### src/rtl/gcrb_map.svh
// offsets, field positions, reset values and frame figures of the control bank
`ifndef GCRB_MAP_SVH
`define GCRB_MAP_SVH

// ============================================================
// register offsets (5-bit frame address)
`define GCRB_OFS_GC1       5'h00
`define GCRB_OFS_GC2       5'h01
`define GCRB_OFS_CCP       5'h05
`define GCRB_OFS_DLY_FIRST 5'h0e
`define GCRB_OFS_DLY_LAST  5'h10

// ============================================================
// reset values
`define GCRB_GC1_RST       16'h0026
`define GCRB_DLY_RST       16'h0a0a
`define GCRB_CCP_RST       16'h4924

// ============================================================
// field positions of general_control_one
`define GCRB_BIT_S2_DIR    15
`define GCRB_BIT_BANK      9
`define GCRB_BIT_OV_TH     8
`define GCRB_BIT_UNLOCK    7
`define GCRB_BIT_RSV_HI    6
`define GCRB_BIT_FMOD      5
`define GCRB_BIT_RSV_LO    4
`define GCRB_BIT_TRIG      0
`define GCRB_GC1_WMASK     16'hffaf

// field position of the disable bit in general_control_two
`define GCRB_BIT_WD_DIS    9

// ============================================================
// frame figures
`define GCRB_FRAME_BITS    5'd24
`define GCRB_CNT_MAX       5'h1f

`endif

### src/rtl/gcrb_pkg.sv
// types shared by the general control register bank
package gcrb_pkg;

    // ============================================================
    // one serial frame, msb first on the wire
    typedef struct packed {
        logic        wr;      // one: write, zero: read only
        logic [4:0]  addr;    // register offset
        logic [1:0]  spare;   // ignored
        logic [15:0] data;    // write data
    } gcrb_frame_s;

    // ============================================================
    // decoded view of general_control_one
    typedef struct packed {
        logic       sense2_direction;
        logic [1:0] sense2_gain;
        logic       sense1_direction;
        logic [1:0] sense1_gain;
        logic       bank_select;
        logic       overvoltage_threshold_select;
        logic       unlock;
        logic       freq_modulation_enable;
        logic       adapt_step_size;
        logic       overcurrent_shutdown_enable;
        logic       watchdog_period;
        logic       watchdog_trigger;
    } gcrb_cfg_s;

endpackage

### src/rtl/gcrb_bank.sv
// general control register bank behind a 24-bit serial port
//
// Overview of operation
// control word one resets to 0x0026
// bit 15 picks sense two direction
// bits 14:13 set sense two gain
// bit 12 picks sense one direction
// bits 11:10 set sense one gain
// bit 9 selects which bank aliases
// bit 8 picks overvoltage threshold
// bit 7 unlocks watchdog disable next frame
// reserved bits 6 and 4 read zero
// bit 5 enables frequency modulation
// bit 3 sets adaptation step size
// bit 2 enables overcurrent shutdown
// trigger bit resets zero, host toggles it
// write keeping trigger unchanged forces fail safe
// three delay registers 0x0e-0x10, reset 0x0a0a
// disable needs prior unlock; clear acts at once
// offset 0x05 follows the bank bit
// reserved writes ignored, update at frame end
`timescale 1ns/10ps
`include "gcrb_map.svh"

module gcrb_bank (
    // clock and reset
    input  wire logic                ref_clk_i,
    input  wire logic                rst_i,
    // serial pins
    input  wire logic                sclk_i,
    input  wire logic                csn_i,
    input  wire logic                sdi_i,
    output logic                     sdo_o,
    output logic                     sdo_oe_o,
    // configuration to the driver core
    output gcrb_pkg::gcrb_cfg_s      cfg_o,
    output logic [2:0][15:0]         pwm_delay_o,
    output logic [15:0]              active_ccp_o,
    output logic [15:0]              freewheel_ccp_o,
    // watchdog state
    output logic                     watchdog_enable_o,
    output logic                     fail_safe_o
);

    // ============================================================
    // pin synchronisers; stage one feeds stage two only
    logic [2:0]        sclk_q;        // [0] raw, [1] safe, [2] edge history
    logic [2:0]        csn_q;         // same layout for chip select
    logic [1:0]        sdi_q;         // [1] safe sample
    logic              sclk_rise;     // sampling edge
    logic              sclk_fall;     // shifting edge
    logic              csn_fall;      // frame start
    logic              csn_rise;      // frame end
    logic              sel;           // frame in progress

    // a slow link only: sclk must stay well below a quarter of ref_clk
    always_ff @(posedge ref_clk_i) begin
        if (rst_i) begin
            sclk_q <= 3'h0;
            csn_q  <= 3'h7;
            sdi_q  <= 2'h0;
        end else begin
            sclk_q <= {sclk_q[1:0], sclk_i};
            csn_q  <= {csn_q[1:0], csn_i};
            sdi_q  <= {sdi_q[0], sdi_i};
        end
    end

    assign sclk_rise = sclk_q[1] & ~sclk_q[2];
    assign sclk_fall = ~sclk_q[1] & sclk_q[2];
    assign csn_fall  = ~csn_q[1] & csn_q[2];
    assign csn_rise  = csn_q[1] & ~csn_q[2];
    assign sel       = ~csn_q[1];

    // ============================================================
    // frame receiver
    logic [4:0]            bit_cnt_q;     // edges seen, saturating
    logic [23:0]           rx_q;          // incoming bits
    logic                  done_q;        // one-cycle valid frame pulse
    gcrb_pkg::gcrb_frame_s frm;           // view of the last frame

    assign frm = rx_q;

    // count sampling edges; a long frame saturates and is dropped
    always_ff @(posedge ref_clk_i) begin
        if (rst_i) begin
            bit_cnt_q <= 5'h00;
        end else if (csn_fall) begin
            bit_cnt_q <= 5'h00;
        end else if (sel && sclk_rise && bit_cnt_q != `GCRB_CNT_MAX) begin
            bit_cnt_q <= bit_cnt_q + 5'h01;
        end
    end

    // shift in msb first while selected
    always_ff @(posedge ref_clk_i) begin
        if (rst_i) begin
            rx_q <= 24'h000000;
        end else if (sel && sclk_rise) begin
            rx_q <= {rx_q[22:0], sdi_q[1]};
        end
    end

    // only an exact 24-edge frame counts
    always_ff @(posedge ref_clk_i) begin
        if (rst_i) begin
            done_q <= 1'b0;
        end else begin
            done_q <= csn_rise && (bit_cnt_q == `GCRB_FRAME_BITS);
        end
    end

    // ============================================================
    // register storage
    logic [15:0]       gc1_q;         // general_control_one
    logic              wd_dis_q;      // watchdog_disable
    logic              unlock_arm_q;  // previous frame set unlock
    logic              fail_q;        // fail safe, held until reset
    logic [15:0]       dly_q [3];     // pwm switch delays
    logic [15:0]       ccp_act_q;     // active_crosscurrent_blanking
    logic [15:0]       ccp_fw_q;      // freewheel_crosscurrent_blanking
    logic              wr_gc1;        // valid write to word one
    logic              wr_gc2;        // valid write to word two
    logic              bank;          // alias select

    assign wr_gc1 = done_q && frm.wr && frm.addr == `GCRB_OFS_GC1;
    assign wr_gc2 = done_q && frm.wr && frm.addr == `GCRB_OFS_GC2;
    assign bank   = gc1_q[`GCRB_BIT_BANK];

    // word one; the mask keeps reserved bits at zero
    always_ff @(posedge ref_clk_i) begin
        if (rst_i) begin
            gc1_q <= `GCRB_GC1_RST;
        end else if (wr_gc1) begin
            gc1_q <= frm.data & `GCRB_GC1_WMASK;
        end
    end

    // a write that leaves the trigger alone trips fail safe
    always_ff @(posedge ref_clk_i) begin
        if (rst_i) begin
            fail_q <= 1'b0;
        end else if (wr_gc1 && frm.data[`GCRB_BIT_TRIG] == gc1_q[`GCRB_BIT_TRIG]) begin
            fail_q <= 1'b1;
        end
    end

    // unlock is good for the single next frame only
    always_ff @(posedge ref_clk_i) begin
        if (rst_i) begin
            unlock_arm_q <= 1'b0;
        end else if (done_q) begin
            unlock_arm_q <= wr_gc1 && frm.data[`GCRB_BIT_UNLOCK];
        end
    end

    // disable: set needs the armed unlock, clear always wins
    always_ff @(posedge ref_clk_i) begin
        if (rst_i) begin
            wd_dis_q <= 1'b0;
        end else if (wr_gc2) begin
            if (!frm.data[`GCRB_BIT_WD_DIS]) begin
                wd_dis_q <= 1'b0;
            end else if (unlock_arm_q) begin
                wd_dis_q <= 1'b1;
            end
        end
    end

    // delay words live in both banks at the same offsets
    always_ff @(posedge ref_clk_i) begin
        if (rst_i) begin
            for (int i = 0; i < 3; i++) begin
                dly_q[i] <= `GCRB_DLY_RST;
            end
        end else if (done_q && frm.wr) begin
            for (int i = 0; i < 3; i++) begin
                if (frm.addr == `GCRB_OFS_DLY_FIRST + 5'(i)) begin
                    dly_q[i] <= frm.data;
                end
            end
        end
    end

    // aliased word at 0x05: the bank bit picks the target
    always_ff @(posedge ref_clk_i) begin
        if (rst_i) begin
            ccp_act_q <= `GCRB_CCP_RST;
            ccp_fw_q  <= `GCRB_CCP_RST;
        end else if (done_q && frm.wr && frm.addr == `GCRB_OFS_CCP) begin
            if (bank) begin
                ccp_fw_q <= frm.data;
            end else begin
                ccp_act_q <= frm.data;
            end
        end
    end

    // ============================================================
    // read path; unmapped offsets answer zero
    logic [15:0]       rd_word;       // word at the frame's offset

    always_comb begin
        rd_word = 16'h0000;
        unique case (frm.addr)
            `GCRB_OFS_GC1: rd_word = gc1_q;
            `GCRB_OFS_GC2: rd_word = {6'h00, wd_dis_q, 9'h000};
            `GCRB_OFS_CCP: rd_word = bank ? ccp_fw_q : ccp_act_q;
            5'h0e:         rd_word = dly_q[0];
            5'h0f:         rd_word = dly_q[1];
            `GCRB_OFS_DLY_LAST: rd_word = dly_q[2];
            default:       rd_word = 16'h0000;
        endcase
    end

    // ============================================================
    // reply path: the next frame returns this frame's read word
    logic [23:0]       resp_q;        // reply staged for next frame
    logic [23:0]       tx_q;          // outgoing shifter

    // the read happens before this frame's own write lands
    always_ff @(posedge ref_clk_i) begin
        if (rst_i) begin
            resp_q <= 24'h000000;
        end else if (done_q) begin
            resp_q <= {8'h00, rd_word};
        end
    end

    // load at select, shift on falling sclk
    always_ff @(posedge ref_clk_i) begin
        if (rst_i) begin
            tx_q <= 24'h000000;
        end else if (csn_fall) begin
            tx_q <= resp_q;
        end else if (sel && sclk_fall) begin
            tx_q <= {tx_q[22:0], 1'b0};
        end
    end

    assign sdo_o    = tx_q[23];
    assign sdo_oe_o = sel;

    // ============================================================
    // configuration outputs, all straight from flops
    assign cfg_o             = {gc1_q[15:7], gc1_q[5], gc1_q[3:0]};
    assign pwm_delay_o       = {dly_q[2], dly_q[1], dly_q[0]};
    assign active_ccp_o      = ccp_act_q;
    assign freewheel_ccp_o   = ccp_fw_q;
    assign watchdog_enable_o = ~wd_dis_q;
    assign fail_safe_o       = fail_q;
endmodule

### config.mk
export PLATFORM = sky130hd
export DESIGN_NAME = gcrb_bank
export DESIGN_NICKNAME = d
export VERILOG_FILES = /design/src/rtl/gcrb_pkg.sv /design/src/rtl/gcrb_bank.sv
export VERILOG_INCLUDE_DIRS = /design/src /design/src/rtl
export SDC_FILE = /design/constraint.sdc
export NUM_CORES = 1
export LEC_CHECK = 0
export BUFFER_PORTS_ARGS = -buffer_cell sky130_fd_sc_hd__buf_4
export CORE_MARGIN = 2
export CORE_UTILIZATION = 45
export DETAILED_ROUTE_END_ITERATION = 8
export GPL_ROUTABILITY_DRIVEN = 1
export PLACE_DENSITY = 0.78
export SYNTH_ARGS = -nofsm -noshare
export SYNTH_HDL_FRONTEND = slang
export SYNTH_SLANG_ARGS = --single-unit
### constraint.sdc
create_clock -name ref_clk_i -period 1.76 [get_ports ref_clk_i]
set_input_delay 0.088 -clock ref_clk_i [delete_from_list [all_inputs] [get_ports ref_clk_i]]
set_output_delay 0.088 -clock ref_clk_i [all_outputs]
set_load 0.05 [all_outputs]
After elaboration in Yosys (flattened, before gate mapping)
Memory sizes are Yosys's and may differ from the RTL's.
Index checks and enable logic that the tools add are counted.
Storage, ports and cells
  bits in registers: 127
  input port bits: 5
  logic and storage cells: 77
  memory bits (writable): 48
  output and inout bits: 98
  memories: 1
Cells by class
  add/sub/neg operators: 1
  bitwise logic cells: 13
  mux-type cells: 23
  reductions and logical operators: 16
  eq/ne operators: 9
Memory list
  dly_q: words 3, width 16, read ports 3, clocked after memory_dff 0, wr ports 3, line gcrb_bank.sv:119  | logic [15:0] dly_q [3];
Operators by type and width (number)
  one-hot mux 16 bit (6 select lines): 1
  two-way mux 16 bit: 4
  two-way mux 24 bit: 2
  two-way mux 1 bit: 16
  equality test 5 x 4 -> 1 bit, second input constant: 2
  equality test 5 bit, second input constant: 2
  logical AND 1 bit: 10
  NOT 1 bit: 6
  AND reduction 2 bit: 3
  adder 5 x 1 -> 5 bit, second input constant: 1
  equality test 5 x 1 -> 1 bit, second input constant: 1
  equality test 5 x 3 -> 1 bit, second input constant: 1
  zero test 5 bit: 1
  inequality test 5 bit, second input constant: 1
  bitwise AND 1 bit: 4
  OR 1 bit: 3
  inequality test 2 x 1 -> 1 bit, second input constant: 1
  nonzero test 2 bit: 1
  OR reduction 2 bit: 1
  equality test 1 bit: 1

Logic depth before layout (Yosys ltp)
Gate-level depths: netlist (run 1).
  depth after elaboration: 6
  mapped depth: 8
  gate-level depth less buffers: 7

Least setup slack after synthesis (run 1)
OpenSTA, ideal clock, no wires.
  kind: register -> register
  start: register bit_cnt_q[0]
  end: register bit_cnt_q[3]
  slack: 0.016 ns
  setup time: 0.128 ns
  buffers on the path: 0
  arrival time: 1.617 ns
  period minus slack after synthesis: 1.744 ns
  data required time: 1.632 ns
  stages on the path, launching flop included: 8
  cells stage by stage: dfxtp_1 ha_1 and3_1 ha_1 nor4b_2 nand4_1 xor2_1 nor2_1
On the way
  word-level cells in the longest chain between the ends: 2
  elaborated cells on any way between the ends: 3
  those cells by class: add/sub (1); eq/ne (1); reduce/logical (1)
Ends and longest elaborated chain
  start: declaration: line gcrb_bank.sv:77  | logic [4:0] bit_cnt_q;
  start signal: assignment: line gcrb_bank.sv:91  | bit_cnt_q <= bit_cnt_q + 5'h01;
  branches (longest 2 deep; another with adder 5 x 1 -> 5 bit)
Parallel ways; which one is timed is not known.
A chain may end at the register's enable or synchronous reset.

Final worst setup path (run 1)
  start: register bit_cnt_q[1]
  end: register bit_cnt_q[0]
On the way
  word-level cells in the longest chain between the ends: 2
Ends and longest elaborated chain
  inequality test 5 bit (no source line)
  logical AND 1 bit (no source line)
No other way between the ends.

==> results.txt, run 1 <==
status -> completed
critical path fanouts, max -> 4
final-report max-slew violation count -> 0
worst r2r src -> bit_cnt_q[1]$_SDFFE_PP0P_
peak supply drop -> 0.000617 V
CTS tree -> yes
hold_ws -> 0.0432 ns
max_cap viols -> 0
first-pass GRT wire length -> 28600 µm
Mapped Nets -> 725
Initial Util -> 45.6%
largest net degree at the start of global routing -> 54
Synth Cell Area -> 0.00716 mm²
final hold vios -> 0
DR vias -> 5707
Power Density -> 977 mW/mm²
Std-Cell Rows -> 46
most common cell in the netlist -> nand2_1
TritonCTS Buffers -> 17
fmax -> 600 MHz
gr usage total -> 22.3%
final cell count without fillers -> 1050
WP data required -> 2.06 ns
P&R area growth vs syn -> 25.0%
NumNets Final -> 829
footprint of the multi-input gates -> 0.00286 mm²
I/O pins -> 103
Core Region -> 0.0157 mm²
fraction of layout cells with a size suffix above 1 -> 27.6%
# port buffers -> 102
Filler Cell Count -> 1322
root buffer cell -> clkbuf_16
flop2flop setup slack -> 0.09 ns
Post-DP Area -> 0.00827 mm²
Setup Fix Bufs, Post-CTS -> 0
Die Wd -> 130 µm
Post-synth top cells -> nand2_1, dfxtp_1, a21oi_1, nor2_1, edfxtp_1
leak pwr -> 3.37 nW
Min Clock Period, post-route -> 1.67 ns
grt ovf -> 0
Setup TNS -> 0 ns
RSZ-0062 raised after global routing -> true
initial drt markers -> 572
number of global-route vias before repair -> 5174
max_slew headroom -> 65.6%
WL final -> 18600 µm
Hold Crit Class -> in2reg
cells on worst reg2reg path -> 7
Seq cells post-synth -> 175
Chip Height -> 130 µm
Inst Count DP -> 1015
CTS Sinks -> 175
maximum clock path buffer count -> 2
post-synth cell types -> 49
Reg area -> 0.00399 mm²
Cells on Worst Hold Path -> 2
r2r endpoint -> bit_cnt_q[0]$_SDFFE_PP0P_
RePlAce Congestion -> 0.953
WS Path Type -> reg2reg
full die area -> 0.0169 mm²
post-route cell area -> 0.00895 mm²
total power -> 8.75 mW
post-DP HPWL -> 13000 µm
clock-pin slew on the worst setup and hold paths -> 0.06 ns
clk_lat worst skew -> 0.43 ns
share of the synthesized area in the top cell type -> 35.5%
drc violations -> 0
Worst setup SP type -> flop
Async S/R FF share, synth -> 0%
Worst-Margin Slew -> 0.516 ns
share of the cycle needed by the critical path after routing -> 94.6%
initial antenna violation count -> 0
DR WL/cell -> 17.7 µm
hold worst-path end -> sclk_q[1]$_SDFF_PP0_
Worst setup EP type -> flop
# setup viols final -> 0
Syn Inst Count -> 717
Synth Area per Inst -> 9.99 µm²
Most used DFF post-synth -> dfxtp_1
worst hold start -> rst_i
Post-synth EDFFs -> 48
vias per cell -> 5.44
largest cells by area after synthesis -> dfxtp_1, edfxtp_1, nand2_1
clk_skew -> 0.00828 ns
yosys synthesis warning count -> 0
Worst EP arrival -> 1.97 ns
htree depth -> 4
n_diodes -> 0
DRT Pass-1 Iters -> 5
leading area contributor after synthesis -> dfxtp_1
antenna-violating nets left -> 0
sequential area share after synthesis -> 55.6%
[through the flow]
step	utilization [%]	setup WS, ns
after floorplan	-	0.0156
after global placement	52.6	0.0978
after detailed placement	52.6	0.0483
after CTS	56.8	0.0350
after global routing	57.0	-0.0275
final	57.0	0.0945
[kinds of logic after synthesis]
group           after synthesis  share of synthesized area [%]
simple gates                293                           19.3
flops                       175                           55.6
compound gates              124                           11.2
buf+inv                      65                           4.70
mux                          53                           8.11
xor+xnor                      4                          0.489
fa+ha+maj                     3                          0.524
[layout make-up]
class | count | share of cell area, %
Clock buffer | 17 | 4.75
Tap cell | 216 | 3.02
Multi-Input combinational cell | 477 | 31.9
Timing Repair Buffer | 144 | 13.2
Inverter | 6 | 0.252
Clock inverter | 15 | 2.33
Sequential cell | 175 | 44.5
[layer usage]
metal	vias to the layer above	share of wire [%]	GRT usage [%]
li1	2715	-	-
met1	2714	43	30.3
met2	240	46	34.2
met3	38	8.1	4.72
met4	0	3.5	10.5
met5	-	0	0
[where the power goes]
group / switching (mW) / internal, mW
logic: 0.329 / 0.135
registers: 0.0472 / 4.20
clock network: 1.63 / 2.40
[layout by cell type (no fill, tap or decap), types with 2 or more instances in the layout]
cell type,Yosys,final
a21o_1,2,2
a21oi_1,66,66
a22oi_1,13,13
a311oi_1,31,31
a32oi_1,4,4
and2_1,12,12
and3_1,2,2
and4b_1,2,2
buf_12,0,7
buf_4,6,133
bufinv_16,0,4
clkbuf_16,0,17
clkinv_4,0,4
clkinvlp_4,0,2
dfxtp_1,127,124
dfxtp_2,0,3
dlygate4sd3_1,0,3
edfxtp_1,48,48
ha_2,0,2
inv_1,5,5
inv_6,0,4
mux2_2,40,40
mux2i_1,13,13
nand2_1,153,153
nand2b_1,6,6
nand3_1,17,17
nand3b_1,5,5
nor2_1,57,57
nor2b_1,5,5
nor3_1,17,16
nor4b_1,2,2
nor4b_4,1,2
o21ai_0,3,3
or2_2,3,3
xnor2_1,2,2
xor2_1,2,2
[sequential cells by signal (all words and copies together), names as in the netlist, 5 cells and up]
name             flops
dly_q               48
bit_cnt_q            5
freewheel_ccp_o     16
resp_q              16
frm                 24
active_ccp_o        16
tx_q                24
gc1_q               14
[critical path, stage by stage, from the launching register on]
cell	delay, ns
dfxtp_1	0.34
ha_2	0.19
and3_1	0.18
ha_2	0.19
nor4b_4	0.30
buf_4	0.17
xnor2_1	0.11
nor2_1	0.05
[worst max path at each step]
stage	startpoint	endpoint	slack (ns)	depth (start not counted)
6_report	bit_cnt_q[1]$_SDFFE_PP0P_	bit_cnt_q[0]$_SDFFE_PP0P_	0.09	7
5_1_grt	bit_cnt_q[1]$_SDFFE_PP0P_	bit_cnt_q[3]$_SDFFE_PP0P_	-0.03	7
3_3_place_gp	bit_cnt_q[1]$_SDFFE_PP0P_	bit_cnt_q[3]$_SDFFE_PP0P_	0.1	7
2_1_floorplan	bit_cnt_q[0]$_SDFFE_PP0P_	bit_cnt_q[3]$_SDFFE_PP0P_	0.02	7
4_1_cts	bit_cnt_q[1]$_SDFFE_PP0P_	bit_cnt_q[0]$_SDFFE_PP0P_	0.03	7
3_5_place_dp	bit_cnt_q[1]$_SDFFE_PP0P_	bit_cnt_q[3]$_SDFFE_PP0P_	0.05	7
[timing repair]
action / CTS / global route
hold buffers: 3 / 0
endpoints found under the setup margin: 0 / 57
hold endpoints to repair: 3 / 0
resized for setup: 0 / 7
(Power assumes the default switching activity.)
==> inputs of run 2 (changes only) <==
--- a/config.mk
+++ b/config.mk
@@ -12,6 +12,7 @@
 export DETAILED_ROUTE_END_ITERATION = 8
 export GPL_ROUTABILITY_DRIVEN = 1
 export PLACE_DENSITY = 0.78
+export SETUP_SLACK_MARGIN = 0.15
 export SYNTH_ARGS = -nofsm -noshare
 export SYNTH_HDL_FRONTEND = slang
 export SYNTH_SLANG_ARGS = --single-unit
==> run 2 against run 1 <==
Against the previous run:
- power is 0.78% lower
- flip-flop and latch count unchanged
- die area did not move
- largest power group unchanged
- final area grew 5.9%
- global-route usage is 0.95 points higher
- non-clock buffer count rose by 13
- register-to-register slack about the same
- critical endpoint is now freewheel_ccp_o[1]$_SDFFE_PP0P_
- hold slack improved by 0.023 ns
- clock skew grew 0.0020 ns
==> results.txt, run 2 (same netlist as run 1, synthesis figures left out) <==
peak supply drop -> 0.000669 V
full die area -> 0.0169 mm²
# setup viols final -> 0
Setup TNS -> 0 ns
Finished Core Util -> 60.4%
sequential share of power -> 49.0%
critical path fanouts, max -> 8
first-pass GRT wire length -> 29700 µm
TritonCTS Buffers -> 17
RSZ-0062 raised after global routing -> true
post-DP HPWL -> 13100 µm
Top reg by flops -> dly_q
Cells on Worst Hold Path -> 2
Int Power -> 6.60 mW
max_slew headroom -> 69.1%
Hold Crit Class -> in2reg
layer with the highest usage -> met2
Initial Util -> 45.6%
GR Util met2 -> 36.2%
Worst setup EP type -> flop
WS Path Type -> reg2reg
clk_lat worst skew -> 0.44 ns
Worst setup SP type -> flop
Switching Share -> 23.9%
final hold vios -> 0
Worst EP arrival -> 2.03 ns
clk_skew -> 0.0103 ns
htree depth -> 4
number of global-route vias before repair -> 5435
status -> completed
WP data required -> 2.13 ns
CTS tree -> yes
Filler Cell Count -> 1237
share of the cycle needed by the critical path after routing -> 94.3%
root buffer cell -> clkbuf_16
initial drt markers -> 590
Power Density -> 915 mW/mm²
Core Region -> 0.0157 mm²
maximum clock path buffer count -> 2
Min Clock Period, post-route -> 1.66 ns
max FFs per register -> 48
final-report max-slew violation count -> 0
Worst-Margin Slew -> 0.464 ns
Comb pwr share -> 5.7%
vias per cell -> 5.62
I/O pins -> 103
initial antenna violation count -> 0
Clock Power Share -> 45.3%
switching pwr -> 2.07 mW
max_cap viols -> 0
P&R area growth vs syn -> 32.4%
met1 GRT Util -> 31.9%
cells on worst reg2reg path -> 6
antenna-violating nets left -> 0
DRT Pass-1 Iters -> 7
drc violations -> 0
CTS Sinks -> 175
gr usage total -> 23.3%
clock-pin slew on the worst setup and hold paths -> 0.07 ns
fraction of layout cells with a size suffix above 1 -> 35.3%
Chip Height -> 130 µm
n_diodes -> 0
largest net degree at the start of global routing -> 59
Std-Cell Rows -> 46
fmax -> 603 MHz
WL final -> 20200 µm
grt ovf -> 0
NumNets Final -> 842
# port buffers -> 102
DR WL/cell -> 19.0 µm
commonest non-fill, non-tap cell in the layout -> nand2_1
RePlAce Congestion -> 0.890
M3 GR Usage -> 4.14%
leak pwr -> 3.64 nW
Die Wd -> 130 µm
commonest non-fill, non-tap cells in the layout -> nand2_1, buf_4, dfxtp_1
DR vias -> 5975
-- run 2: timing repair --
item / 4_1_cts / 5_1_grt
buffers inserted: 7 / 5
gates cloned: 1 / 2
hold buffers: 3 / 0
endpoints found under the setup margin: 121 / 161
pin swaps: 5 / 25
endpoints found under the hold margin: 3 / 0
resized for setup: 11 / 65
-- run 2: worst paths after layout --
check,end,slack (ns),start
max,freewheel_ccp_o[1]$_SDFFE_PP0P_,0.10,frm[19]$_SDFFE_PP0P_
min,sclk_q[0]$_SDFF_PP0_,0.07,rst_i
max reg2reg,freewheel_ccp_o[1]$_SDFFE_PP0P_,0.10,frm[19]$_SDFFE_PP0P_
min reg2reg,csn_q[1]$_SDFF_PP1_,0.41,csn_q[0]$_SDFF_PP1_
-- run 2: worst max-delay path, stage by stage (launching register included) --
cell and delay, ns:
dfxtp_4 0.37, nor4b_4 0.40, buf_12 0.17, and4_4 0.27, clkbuf_16 0.18, nand2_1 0.06
a21oi_1 0.13
-- run 2: power by group through the flow --
| stage | sequential [mW] | clock (mW) | combinational (mW) |
|---|---|---|---|
| after floorplan | 4.52 | 0 | 0.123 |
| after global placement | 4.34 | 0 | 0.459 |
| after detailed placement | 4.34 | 0 | 0.462 |
| after CTS | 4.25 | 3.94 | 0.470 |
| after global routing | 4.26 | 4.11 | 0.514 |
| final | 4.25 | 3.93 | 0.493 |
-- run 2: routing by layer --
metal  vias up  wire length [µm]
met4         0               676
met3        45              1700
met1      2855              8270
met2       314              9540
li1       2761                 -
met5         -                 0
-- run 2: through the flow --
step           instance area [µm²]  std cells  setup slack [ns]  total power [mW]  hold WS [ns]
4_1_cts                       9110       1056             0.142              8.66        0.0504
5_1_grt                       9480       1063            0.0547              8.88        0.0684
6_report                      9480       1063             0.101              8.68        0.0665
3_3_place_gp                  8310       1013            0.0999              4.80         0.276
3_5_place_dp                  8310       1013            0.0529              4.81         0.278
2_1_floorplan                 7190        717             0.124              4.64         0.192
-- run 2: area by class of cell --
type	count	area [µm²]	share of cell area, %
clock buffer	20	500	5.28
clock inverter	12	135	1.42
inverter	6	22.5	0.237
multi-input combinational	477	3160	33.3
sequential	175	4000	42.2
tap	216	270	2.85
timing repair buffer	157	1400	14.7
